## config.mk

```make
export PLATFORM = sky130hd
export DESIGN_NAME = rwc_reset_watchdog
export DESIGN_NICKNAME = d
export VERILOG_FILES = /design/src/rtl/rwc_pkg.sv /design/src/rtl/rwc_reset_watchdog.sv
export VERILOG_INCLUDE_DIRS = /design/src /design/src/rtl
export SDC_FILE = /design/constraint.sdc
export NUM_CORES = 1
export LEC_CHECK = 0
export BUFFER_PORTS_ARGS = -buffer_cell sky130_fd_sc_hd__buf_2
export CORE_AREA = 2 2 147 77
export DETAILED_ROUTE_END_ITERATION = 8
export DIE_AREA = 0 0 149 79
export GPL_TIMING_DRIVEN = 0
export PLACE_DENSITY = 0.73
export SETUP_SLACK_MARGIN = 0.05
export SYNTH_ARGS = -nofsm -noshare
export SYNTH_HDL_FRONTEND = slang
export SYNTH_SLANG_ARGS = --single-unit
```

## constraint.sdc

```tcl
create_clock -name clk -period 3.74 [get_ports clk]
set_input_delay 0.374 -clock clk [delete_from_list [all_inputs] [get_ports clk]]
set_output_delay 0.374 -clock clk [all_outputs]
set_load 0.03 [all_outputs]
```

## src/rtl/rwc_regs.svh

```systemverilog
// Register offsets, field positions, reset values and timing counts of the reset and watchdog block
`ifndef RWC_REGS_SVH
`define RWC_REGS_SVH

`define RWC_OFS_CAUSE        8'h00
`define RWC_OFS_WDCTL        8'h04
`define RWC_ADDR_MSB         7

`define RWC_CAUSE_WD         3
`define RWC_CAUSE_UV         2
`define RWC_CAUSE_PIN        1
`define RWC_CAUSE_PWR        0
`define RWC_CAUSE_RST        4'h1

`define RWC_CTL_IRQ_FLAG     7
`define RWC_CTL_IRQ_EN       6
`define RWC_CTL_SEL_HI       5
`define RWC_CTL_CHG_EN       4
`define RWC_CTL_RST_EN       3
`define RWC_CTL_SEL_LO_MSB   2

`define RWC_CHG_WINDOW       3'h4
`define RWC_SEL_MAX          4'h9
`define RWC_WD_CNT_W         21

`define RWC_STRETCH_DEF      16384
`define RWC_WD_BASE_DEF      2048

`endif

```

## src/rtl/rwc_pkg.sv

```systemverilog
// Types shared by the reset and watchdog block
package rwc_pkg;
	// Positions of the pin, detector, oscillator and fuse levels inside the synchroniser vector
	typedef enum int {
		RWC_IN_PIN_N  = 0,
		RWC_IN_PWR    = 1,
		RWC_IN_UV     = 2,
		RWC_IN_OSC    = 3,
		RWC_IN_UV_EN  = 4,
		RWC_IN_PIN_DIS = 5,
		RWC_IN_AON    = 6
	} rwc_in_type;
	typedef logic [6:0] rwc_inv_type;
	typedef logic [3:0] rwc_sel_type;
	typedef logic [3:0] rwc_cause_type;
endpackage : rwc_pkg

```

## src/rtl/rwc_reset_watchdog.sv

```systemverilog
// Reset combiner, reset stretcher, cause flags and watchdog timer with an AHB-Lite register slave
//
// Summary of operation
// RULE_01 - During internal reset block registers return to initial values; release pulses a fetch start.
// RULE_02 - Pin reset output asserts combinationally from any raw source, no clock needed.
// RULE_03 - Internal reset is held a stretch period after all sources go quiet.
// RULE_04 - Sources are power-on, enabled pin, watchdog reset mode, enabled undervolt detector.
// RULE_05 - Pin low long enough resets even without clock; short pulses may be missed.
// RULE_06 - Pin reset disable fuse removes the pin as a reset source.
// RULE_07 - Power-on detector asserts reset at once; its release starts the stretch.
// RULE_08 - Enabled undervolt detector asserts reset at once; its release starts the stretch.
// RULE_09 - Watchdog reset is a one clock pulse; stretch starts after the pulse ends.
// RULE_10 - Bit 3 set by watchdog reset, cleared by power-on or writing zero.
// RULE_11 - Bit 2 set by undervolt reset, cleared by power-on or writing zero.
// RULE_12 - Bit 1 set by pin reset, cleared by power-on or writing zero.
// RULE_13 - Bit 0 set by power-on reset, cleared only by writing zero.
// RULE_14 - Reference enable is on when undervolt fuse, comparator select or converter enable.
// RULE_15 - Watchdog counter advances on edges of its own oscillator.
// RULE_16 - Firmware restarts the watchdog before time-out, else interrupt or reset follows.
// RULE_17 - Interrupt mode expiry raises an interrupt request usable as wake-up.
// RULE_18 - Combined mode: first expiry interrupts, a following expiry resets.
// RULE_19 - Always-on fuse forces reset enable to 1 and interrupt enable to 0.
// RULE_20 - Opening a change needs change enable and reset enable written one together.
// RULE_21 - Within four cycles one write sets reset enable and time-out; only then accepted.
// RULE_22 - Expiry at the selected count yields interrupt or reset per mode.
// RULE_23 - Change enable clears itself four cycles after being written one.
// RULE_24 - Reset enable reads set while bit 3 is set and cannot be cleared.
// RULE_25 - Watchdog interrupt flag clears on vector taken or software writing one.
// RULE_26 - Stretch length is a module parameter.
// RULE_27 - Asynchronous sources and the watchdog oscillator are synchronised into the clock domain.
//
// Our own choices: the placing of the registers and the AHB-Lite interface to the registers.
`timescale 1ns/10ps
`include "rwc_regs.svh"

module rwc_reset_watchdog
	import rwc_pkg::*;
#(
	parameter int STRETCH_CYCLES = `RWC_STRETCH_DEF,
	parameter int WD_BASE_CYCLES = `RWC_WD_BASE_DEF
) (
	input  wire logic        clk,
	input  wire logic        nrst,
	input  wire logic        hsel,
	input  wire logic [31:0] haddr,
	input  wire logic [1:0]  htrans,
	input  wire logic        hwrite,
	input  wire logic [2:0]  hsize,
	input  wire logic [31:0] hwdata,
	input  wire logic        hready,
	output logic      [31:0] hrdata,
	output logic             hreadyout,
	output logic             hresp,
	input  wire logic        extResetPinN,
	input  wire logic        powerupDetect,
	input  wire logic        undervoltDetect,
	input  wire logic        wdOscClk,
	input  wire logic        undervoltEnableFuse,
	input  wire logic        pinResetDisableFuse,
	input  wire logic        wdAlwaysOnFuse,
	input  wire logic        comparatorRefSelect,
	input  wire logic        adcEnable,
	input  wire logic        wdRestart,
	input  wire logic        wdIrqAck,
	output logic             resetN,
	output logic             fetchStart,
	output logic             wdIrqReq,
	output logic             refEnable
);
	localparam int SW = $clog2(STRETCH_CYCLES + 1);

	// Parameters the counters cannot serve are refused
	initial begin
		if (STRETCH_CYCLES < 1 || WD_BASE_CYCLES < 1 || WD_BASE_CYCLES > 2048)
			$error("rwc_reset_watchdog: unsupported parameter value");
	end

	typedef struct packed {
		rwc_inv_type               sync1;
		rwc_inv_type               sync2;
		logic                      oscPrev;
		logic [`RWC_WD_CNT_W-1:0]  wdCount;
		logic                      wdPulse;
		logic                      inReset;
		logic [SW-1:0]             stretchCnt;
		logic                      startPulse;
		rwc_cause_type             flags;
		logic                      wd_reset_enable;
		logic                      wd_irq_enable;
		logic                      irqFlag;
		rwc_sel_type               sel;
		logic [2:0]                ceCnt;
		logic                      selQ;
		logic                      writeQ;
		logic [`RWC_ADDR_MSB:0]    addrQ;
		logic [31:0]               rdata;
	} rwc_state_type;

	rwc_state_type r;
	rwc_state_type next_r;

	// Time-out count for a prescaler code; codes above the top one behave as the top one
	function automatic logic [`RWC_WD_CNT_W-1:0] rwcLimit(input rwc_sel_type s);
		rwc_sel_type c;
		c = (s > `RWC_SEL_MAX) ? `RWC_SEL_MAX : s;
		return `RWC_WD_CNT_W'(WD_BASE_CYCLES) << c;
	endfunction : rwcLimit

	rwc_inv_type rawIn;
	logic        rawActive;
	logic        pinAct;
	logic        pwrAct;
	logic        uvAct;
	logic        alwaysOn;
	logic        anySrc;
	logic        oscRise;
	logic        wdeEff;
	logic        wdieEff;
	logic        expire;
	logic        wrCause;
	logic        wrCtl;
	logic        chgOpen;
	logic        nWdeEff;

	assign rawIn = {wdAlwaysOnFuse, pinResetDisableFuse, undervoltEnableFuse, wdOscClk,
		undervoltDetect, powerupDetect, extResetPinN};

	// Raw sources gate the reset output without any clock; a pin pulse too short for
	// the synchroniser still resets pins but leaves no flag and no stretch
	assign rawActive = powerupDetect | (~extResetPinN & ~pinResetDisableFuse)
		| (undervoltDetect & undervoltEnableFuse);                          // [RULE_04] [RULE_06]
	assign resetN = ~(rawActive | r.wdPulse | r.inReset);                  // [RULE_02] [RULE_05] [RULE_07] [RULE_08]
	assign fetchStart = r.startPulse;
	assign refEnable = r.sync2[RWC_IN_UV_EN] | comparatorRefSelect | adcEnable; // [RULE_14]

	// Synchronised source levels; only the second stage is looked at
	assign pinAct   = ~r.sync2[RWC_IN_PIN_N] & ~r.sync2[RWC_IN_PIN_DIS];  // [RULE_06] [RULE_27]
	assign pwrAct   = r.sync2[RWC_IN_PWR];                                 // [RULE_27]
	assign uvAct    = r.sync2[RWC_IN_UV] & r.sync2[RWC_IN_UV_EN];         // [RULE_27]
	assign alwaysOn = r.sync2[RWC_IN_AON];
	assign anySrc   = pinAct | pwrAct | uvAct | r.wdPulse;                 // [RULE_04]
	assign oscRise  = r.sync2[RWC_IN_OSC] & ~r.oscPrev;                    // [RULE_15]

	// Effective watchdog mode with fuse and cause flag overrides
	assign wdeEff  = r.wd_reset_enable | r.flags[`RWC_CAUSE_WD] | alwaysOn;            // [RULE_19] [RULE_24]
	assign wdieEff = r.wd_irq_enable & ~alwaysOn;                                   // [RULE_19]
	assign expire  = oscRise & (wdeEff | wdieEff) & ~wdRestart
		& (r.wdCount == rwcLimit(r.sel) - `RWC_WD_CNT_W'(1));             // [RULE_22]

	// Bus writes land in the data phase of the captured address
	assign wrCause = r.selQ & r.writeQ & (r.addrQ == `RWC_OFS_CAUSE);
	assign wrCtl   = r.selQ & r.writeQ & (r.addrQ == `RWC_OFS_WDCTL);
	assign chgOpen = (r.ceCnt != 3'h0);

	// Zero wait states and always OKAY, so the master never stalls here
	assign hreadyout = 1'b1;
	assign hresp     = 1'b0;
	assign hrdata    = r.rdata;
	assign wdIrqReq  = r.irqFlag & wdieEff;                                // [RULE_17]

	assign nWdeEff = next_r.wd_reset_enable | next_r.flags[`RWC_CAUSE_WD] | alwaysOn;

	// Next-state logic for every register of the block except the quietCnt helper
	always_comb begin
		next_r = r;
		next_r.sync1   = rawIn;                                            // [RULE_27]
		next_r.sync2   = r.sync1;
		next_r.oscPrev = r.sync2[RWC_IN_OSC];
		next_r.wdPulse = 1'b0;

		// Stretcher: restart while any source is active, release after the quiet period
		next_r.startPulse = 1'b0;
		if (anySrc) begin
			next_r.inReset    = 1'b1;                                      // [RULE_03] [RULE_09]
			next_r.stretchCnt = '0;
		end else if (r.inReset) begin
			if (r.stretchCnt == SW'(STRETCH_CYCLES - 1)) begin             // [RULE_26]
				next_r.inReset    = 1'b0;
				next_r.startPulse = 1'b1;                                  // [RULE_01]
			end else begin
				next_r.stretchCnt = r.stretchCnt + SW'(1);                 // [RULE_03]
			end
		end

		// Cause flags: software writes only clear, hardware sets win over that clear
		if (wrCause)
			next_r.flags = r.flags & hwdata[3:0];
		if (r.wdPulse)
			next_r.flags[`RWC_CAUSE_WD] = 1'b1;                            // [RULE_10]
		if (uvAct)
			next_r.flags[`RWC_CAUSE_UV] = 1'b1;                            // [RULE_11]
		if (pinAct)
			next_r.flags[`RWC_CAUSE_PIN] = 1'b1;                           // [RULE_12]
		if (pwrAct) begin
			next_r.flags[3:1] = 3'h0;                                      // [RULE_10] [RULE_11] [RULE_12]
			next_r.flags[`RWC_CAUSE_PWR] = 1'b1;                           // [RULE_13]
		end

		// Change window counts down by itself
		next_r.ceCnt = chgOpen ? r.ceCnt - 3'h1 : 3'h0;                    // [RULE_23]

		// Control writes: reset enable may be cleared and time-out changed only in the window
		if (wrCtl) begin
			next_r.wd_irq_enable = hwdata[`RWC_CTL_IRQ_EN];
			if (hwdata[`RWC_CTL_IRQ_FLAG])
				next_r.irqFlag = 1'b0;                                     // [RULE_25]
			if (hwdata[`RWC_CTL_CHG_EN] & hwdata[`RWC_CTL_RST_EN]) begin
				next_r.ceCnt = `RWC_CHG_WINDOW;                            // [RULE_20] [RULE_23]
				next_r.wd_reset_enable   = 1'b1;
			end else if (chgOpen && !hwdata[`RWC_CTL_CHG_EN]) begin
				next_r.wd_reset_enable   = hwdata[`RWC_CTL_RST_EN];                    // [RULE_21]
				next_r.sel   = {hwdata[`RWC_CTL_SEL_HI], hwdata[`RWC_CTL_SEL_LO_MSB:0]};
				next_r.ceCnt = 3'h0;
			end else begin
				next_r.wd_reset_enable = r.wd_reset_enable | hwdata[`RWC_CTL_RST_EN];              // [RULE_21]
			end
		end

		// Taking the vector clears the flag; in combined mode it drops to reset-only
		if (wdIrqAck) begin
			next_r.irqFlag = 1'b0;                                         // [RULE_25]
			if (wdeEff)
				next_r.wd_irq_enable = 1'b0;                                        // [RULE_18]
		end

		// Watchdog counter on oscillator edges; restart from the core clears it
		if (wdRestart) begin
			next_r.wdCount = '0;                                           // [RULE_16]
		end else if (oscRise && (wdeEff || wdieEff)) begin
			next_r.wdCount = expire ? '0 : r.wdCount + `RWC_WD_CNT_W'(1);  // [RULE_15]
		end
		if (expire) begin
			if (wdieEff && !(wdeEff && r.irqFlag))
				next_r.irqFlag = 1'b1;                                     // [RULE_17] [RULE_18]
			else if (wdeEff)
				next_r.wdPulse = 1'b1;                                     // [RULE_09] [RULE_22]
		end

		// Internal reset returns the watchdog registers to their initial values
		if (anySrc || r.inReset) begin
			next_r.wd_reset_enable     = 1'b0;                                         // [RULE_01]
			next_r.wd_irq_enable    = 1'b0;
			next_r.irqFlag = 1'b0;
			next_r.sel     = '0;
			next_r.ceCnt   = 3'h0;
			next_r.wdCount = '0;
		end

		// Address phase capture; read data is taken from the updated state so a read
		// right after a write sees the written value
		next_r.selQ = hsel & htrans[1] & hready;
		if (hready) begin
			next_r.writeQ = hwrite;
			next_r.addrQ  = haddr[`RWC_ADDR_MSB:0];
		end
		next_r.rdata = '0;
		if (hsel && htrans[1] && hready && !hwrite) begin
			if (haddr[`RWC_ADDR_MSB:0] == `RWC_OFS_CAUSE)
				next_r.rdata = {28'h0000000, next_r.flags};
			else if (haddr[`RWC_ADDR_MSB:0] == `RWC_OFS_WDCTL)
				next_r.rdata = {24'h000000, next_r.irqFlag, next_r.wd_irq_enable & ~alwaysOn, next_r.sel[3],
					next_r.ceCnt != 3'h0, nWdeEff, next_r.sel[2:0]};       // [RULE_24]
		end
	end

	// State register; nrst is the power-up of the logic itself
	always_ff @(posedge clk or negedge nrst) begin
		if (!nrst) begin
			r                      <= '0;
			r.sync1[RWC_IN_PIN_N]  <= 1'b1;
			r.sync2[RWC_IN_PIN_N]  <= 1'b1;
			r.inReset              <= 1'b1;
			r.flags                <= `RWC_CAUSE_RST;
		end else begin
			r <= next_r;
		end
	end

	// Helper: cycles since the synchronised sources went quiet
	logic [SW:0] quietCnt;
	always_ff @(posedge clk or negedge nrst) begin
		if (!nrst)
			quietCnt <= '0;
		else if (anySrc)
			quietCnt <= '0;
		else if (quietCnt != {1'b1, {SW{1'b0}}})
			quietCnt <= quietCnt + (SW+1)'(1);
	end
endmodule : rwc_reset_watchdog

```

==> flow_summary_export.csv, run 1 <==
group,metric,value,unit
placed_design,placedInstanceArea,0.00512,mm2
timing,hold_violations,0,
timing,tns,0,ps
logic_synthesis,ys_warn_count,0,
logic_synthesis,seq_area_frac_synth,46.8,%
global_routing,grt_overflow_total,0,
detailed_routing,drc,0,
worst_setup_path,cp_cell_sequence,"clkbuf_1 > nor2_1 > nand2_1 > ha_1 > clkbuf_1 > or4b_1 > a21oi_1 > o211ai_1 > and3_2 > a21oi_1 > mux2_2",
cells_and_area,syn2layout_area_growth,17.8,%
global_routing,grt_pass1_wl,18100,um
cells_and_area,fillers,971,
timing,fmax,310,MHz
logic_synthesis,ys.flop_type,"dfrtp_1",
floorplan,start_util,43.5,%
timing,skew,7.23,ps
pwr,sw_frac_of_total,23.6,%
pwr,power_density,376,mW/mm2
cts,htreeDepth,3,
pwr,combPwrFrac,6.7,%
logic_synthesis,avgSynthCellArea,9.81,um2
floorplan,io_pins,123,
worst_setup_path,crit_start,"r[48]$_DFF_PN0_",
timing,slew_violations,0,
worst_setup_path,r2r_cells,11,
global_routing,grt.total_usage,19.9,%
cells_and_area,final_core_util,51.2,%
timing,slew_headroom,39.5,%
placed_design,dp_hpwl,8130,um
cells_and_area,drive_above_1_share,23.5,%
cts,cts_sinks,86,
worst_setup_path,cp.buffers_inverters,2,
floorplan,coreArea,0.0106,mm2
worst_setup_path,rrSetupSlack,510,ps
timing,rsz0062_at_grt,"false",
pwr,power_frac_clock,46.1,%
cts,cts-root-buf,"clkbuf_16",
detailed_routing,drtIter0Drc,354,
worst_setup_path,reg2reg_to,"r[74]$_DFFE_PN0P_",
job,maxCapViolCount,0,
status,status,"complete, no violations",
floorplan,die_w,149,um
logic_synthesis,synth.top_cell.area_share,44.5,%
timing,period_needed,3230,ps
floorplan,dieArea,0.0118,mm2
detailed_routing,wl_per_cell,15.6,um
worst_setup_path,slowest_stage,"or4b_1",
worst_setup_path,critPathTopFamily,"simple AND/OR/NAND/NOR gates",
worst_setup_path,worst-path-max-fanout,10,
cts,cts_made_buffers,9,
global_routing,grt_pass1_vias,3544,
detailed_routing,drt_first_pass_iters,5,
worst_setup_path,arrival,3520,ps
timing,setup_viol,0,
cts,clk_pin_slew,60,ps
detailed_routing,vias_per_cell,5.37,
worst_setup_path,required,4020,ps
cts,clock_latency,350,ps
logic_synthesis,async_reset_ff_share,100,%
cells_and_area,instances_no_fill,698,
logic_synthesis,ys_seq_elements,86,
global_routing,grt_max_degree,47,
logic_synthesis,syn_inst,470,
cells_and_area,diodes,0,
floorplan,fp.dieH,79,um
hold_path,hp-class,"in2async",
worst_setup_path,cp.depth,11,
timing,tightest_slew,899,ps
pwr,p_seq_share,47.2,%
detailed_routing,wirelength,10900,um
cts,cts_hold_buf,0,
logic_synthesis,synth_top_cell_by_area,"dfrtp_1",
cts,post_cts_buffers,0,
placed_design,place_inst,682,
pwr,leakagePower,2.50,nW
floorplan,std_cell_rows,27,
cells_and_area,nets,638,
cts,ctsResizeCount,0,
placed_design,gp_routability_congestion,0.889,
logic_synthesis,synth.area.top_cells,"dfrtp_1 (44%), buf_4 (5.7%), nand2_1 (3.4%)",
logic_synthesis,synth_edf_count,0,
pwr,intPower,0.00156,W
pwr,ir_drop,0.229,mV
logic_synthesis,syn_area,0.00461,mm2
global_routing,antenna_found_initial,0,
detailed_routing,drtAntennaViolNets,0,
cts,cts_tree,"yes",
cells_and_area,finalInstanceArea,0.00543,mm2
worst_setup_path,endpoint_kind,"flip-flop",
worst_setup_path,cp_slowest_stage_delay,540,ps
timing,finalCritPeriodShare,86.4,%
cts,clk_path_buf_depth,2,
logic_synthesis,synth.distinct_cells,64,
placed_design,portBuffers,42,
worst_setup_path,endpoint,"r[74]$_DFFE_PN0P_",
worst_setup_path,crit_type,"reg2reg",
pwr,power,0.00204,W
worst_setup_path,r2r-start,"r[48]$_DFF_PN0_",
pwr,net-switching-power,0.000482,W
worst_setup_path,start_kind,"flip-flop",
detailed_routing,vias,3751,
[cell type report]
class | instances | area [um2] | area share (%)
Inverter | 15 | 56.3 | 1.04
Clock inverter | 5 | 65.1 | 1.20
Clock buffer | 11 | 253 | 4.65
Sequential cell | 86 | 2160 | 39.7
Timing Repair Buffer | 43 | 233 | 4.28
Buffer | 56 | 405 | 7.46
Tap cell | 145 | 181 | 3.34
Multi-Input combinational cell | 337 | 2080 | 38.3
[cell families (layout without fill, tap and decap cells)]
kind of cell / count (synthesis) / in the layout / synth area share (%)
AO/OA/AOI/OAI: 90 / 90 / 13.7
XOR/XNOR: 19 / 19 / 3.61
adder cells (fa/ha/maj): 5 / 5 / 1.36
buffers and inverters: 71 / 130 / 10.0
flip-flops: 86 / 86 / 46.8
multiplexers: 18 / 18 / 4.18
other: 2 / 26 / 0.163
AND/OR/NAND/NOR: 179 / 179 / 20.2
[synth_stat cells, drive strengths merged, types with 4 or more instances]
master,count
a21o,10
a21oi,20
a221oi,10
a22o,4
and2,4
and3,8
buf,40
clkbuf,13
dfrtp,82
dfstp,4
ha,5
inv,15
mux2,10
mux2i,8
nand2,42
nand2b,12
nand3,17
nand4,13
nor2,38
nor3,7
nor3b,5
nor4,7
o211ai,4
o21ai,17
or2,5
or3,10
xnor2,9
xor2,10
[cells in the final DEF, fill, tap and decap left out, types with 9 or more instances in the layout]
cell type / n
xor2_1: 10
mux2_2: 10
xnor2_1: 9
buf_2: 43
nor2_1: 38
nand2_1: 42
nand4_1: 12
a21oi_1: 20
clkbuf_16: 9
o21ai_0: 17
dfrtp_1: 82
a21o_1: 10
or3_1: 10
clkbuf_1: 10
nand3_1: 17
buf_4: 36
a221oi_1: 9
conb_1: 26
inv_1: 15
nand2b_1: 12
[routing by layer]
metal	track usage [%]	part of all wire, %
met2	27.4	41
met4	6.76	2.0
met1	30.4	49
met3	4.71	7.9
met5	0	0
[power by group through the flow]
stage / clock, W / sequential [W] / combinational (W)
after floorplan: 0 / 0.000977 / 0.0000874
after global placement: 0 / 0.000980 / 0.000131
after detailed placement: 0 / 0.000982 / 0.000136
after CTS: 0.000961 / 0.000965 / 0.000137
after global routing: 0.00100 / 0.000967 / 0.000150
final: 0.000942 / 0.000965 / 0.000137
[how the worst min path moves through the flow]
stage / from / endpoint / cells past startpoint
2_1_floorplan: nrst / alwaysOn$_DFF_PN0_ / 0
3_3_place_gp: next_r[100]$_DFF_PN0_ / r[100]$_DFF_PN0_ / 0
3_5_place_dp: next_r[101]$_DFF_PN0_ / r[101]$_DFF_PN0_ / 0
4_1_cts: nrst / r[62]$_DFFE_PN0P_ / 1
5_1_grt: nrst / r[63]$_DFFE_PN0P_ / 1
6_report: nrst / r[63]$_DFFE_PN0P_ / 1
[through the flow]
stage | setup WS [ps] | hold WS [ps]
detailed placement | 578 | 338
global route | 257 | 70.5
floorplan | 993 | 78.4
finish | 509 | 29.6
CTS | 558 | 45.9
global placement | 627 | 332
[flip-flops by register name, summed over array words and instances, names as in the netlist]
name,count
alwaysOn,1
next_r,8
r,67
hrdata,8
pwrAct,1
fetchStart,1
Note: power is estimated with default switching activity, not from simulation.
==> run 2: changes to the inputs <==
==> constraint.sdc (replaced) <==
create_clock -name clk -period 3.5 [get_ports clk]
set_input_delay 0.35 -clock clk [delete_from_list [all_inputs] [get_ports clk]]
set_output_delay 0.35 -clock clk [all_outputs]
set_load 0.03 [all_outputs]
==> flow_summary_export.csv, run 2 (synthesis gave the netlist of run 1 again) <==
group,metric,value,unit
cts,cts_sinks,86,
timing,fmax,314,MHz
placed_design,dp_hpwl,8130,um
detailed_routing,drc,0,
cts,cts-root-buf,"clkbuf_16",
cells_and_area,nets,638,
pwr,leakagePower,2.50,nW
global_routing,grt_max_degree,47,
cts,post_cts_buffers,0,
cts,cts_made_buffers,9,
detailed_routing,wl_per_cell,15.6,um
cells_and_area,largest_reg_flops,67,
worst_setup_path,required,3730,ps
global_routing,grt_pass1_vias,3544,
worst_setup_path,arrival,3420,ps
floorplan,std_cell_rows,27,
cells_and_area,ff_latch_area,0.00216,mm2
placed_design,placedInstanceArea,0.00512,mm2
global_routing,antenna_found_initial,0,
floorplan,coreArea,0.0106,mm2
cells_and_area,diodes,0,
hold_path,hp-class,"in2async",
timing,setup_viol,0,
floorplan,start_util,43.5,%
timing,finalCritPeriodShare,91.0,%
cells_and_area,top_register,"r",
timing,fin_hold_ws,2.79,ps
pwr,ir_drop,0.244,mV
placed_design,portBuffers,42,
placed_design,gp_routability_congestion,0.889,
cells_and_area,finalInstanceArea,0.00544,mm2
cts,clock_latency,350,ps
floorplan,dieArea,0.0118,mm2
floorplan,die_w,149,um
timing,tightest_slew,948,ps
cells_and_area,drive_above_1_share,23.7,%
pwr,power_density,401,mW/mm2
timing,slew_violations,0,
timing,period_needed,3190,ps
cts,cts_tree,"yes",
detailed_routing,wirelength,10900,um
detailed_routing,drtIter0Drc,328,
global_routing,grt.total_usage,19.9,%
job,maxCapViolCount,0,
cts,clk_path_buf_depth,2,
cells_and_area,final_core_util,51.3,%
cells_and_area,fillers,969,
cells_and_area,final_cell_mix,"dfrtp_1 (82), buf_2 (43), nand2_1 (42)",
worst_setup_path,crit_type,"reg2reg",
worst_setup_path,worst-path-max-fanout,10,
detailed_routing,drt_first_pass_iters,7,
worst_setup_path,endpoint_kind,"flip-flop",
detailed_routing,vias_per_cell,5.35,
timing,hold_violations,0,
worst_setup_path,start_kind,"flip-flop",
floorplan,io_pins,123,
cts,htreeDepth,3,
cts,cts_hold_buf,0,
detailed_routing,vias,3736,
global_routing,grt_overflow_total,0,
timing,tns,0,ps
timing,rsz0062_at_grt,"false",
timing,slew_headroom,36.2,%
status,status,"complete, no violations",
cells_and_area,multiInputGateArea,0.00209,mm2
cts,clk_pin_slew,60,ps
cells_and_area,final_common_cell,"dfrtp_1",
detailed_routing,drtAntennaViolNets,0,
cells_and_area,syn2layout_area_growth,17.9,%
global_routing,grt_pass1_wl,18100,um
floorplan,fp.dieH,79,um
timing,skew,7.81,ps
run 2: cell counts in the layout (fill, tap and decap cells not counted):
Identical to the previous run, type by type.
run 2: routing by layer:
metal  share of wire [%]  GRT usage (%)  vias to the layer above
li1                    -              -                     1774
met3                 7.1           4.71                       16
met2                  42           27.4                      148
met4                 1.5           6.76                        0
met5                   0              0                        -
met1                  50           30.4                     1798
run 2: worst max-delay path: stages, from the launching register on:
cell,delay (ps)
dfrtp_1,430
clkbuf_1,250
nor2_1,220
nand2_1,80
ha_1,190
clkbuf_1,210
or4b_1,540
a211o_1,280
o211ai_1,150
and3_2,270
buf_6,160
nand2_1,80
a32o_1,220
run 2: path summary, 6_finish.rpt:
path | end | from | slack (ps) | cells past startpoint
min in group clk | next_r[99]$_DFF_PN0_ | wdOscClk | 110 | 1
max in group asynchronous | r[52]$_DFF_PN1_ | nrst | 2820 | 2
worst max-delay path | r[93]$_DFFE_PN0P_ | r[48]$_DFF_PN0_ | 310 | 12
worst min register to register | r[101]$_DFF_PN0_ | next_r[101]$_DFF_PN0_ | 350 | 0
worst min-delay path | r[63]$_DFFE_PN0P_ | nrst | 3 | 1
worst max register to register | r[93]$_DFFE_PN0P_ | r[48]$_DFF_PN0_ | 310 | 12
run 2: power breakdown:
group          internal (W)  switching [W]
sequential          0.00102      0.0000140
clock              0.000598       0.000405
combinational     0.0000542      0.0000921
run 2: layout make-up:
type                       count  share of cell area, %
tap                          145                   3.34
inverter                      15                   1.04
buffer                        56                   7.46
timing repair buffer          43                   4.28
clock inverter                 5                   1.20
clock buffer                  11                   4.65
sequential                    86                   39.7
multi-input combinational    337                   38.4
run 2: per-stage QoR:
| stage | cells | power (W) | worst slack, ps |
|---|---|---|---|
| final | 698 | 0.00218 | 313 |
| after global routing | 698 | 0.00227 | 83.5 |
| after CTS | 698 | 0.00220 | 318 |
| after detailed placement | 682 | 0.00120 | 338 |
| after global placement | 681 | 0.00119 | 387 |
| after floorplan | 494 | 0.00114 | 753 |
run 2: repair_timing:
action                                  4_1_cts  5_1_grt
endpoints found under the setup margin        0        2
gates resized for setup                       0        1
hold endpoints to repair                      0        0
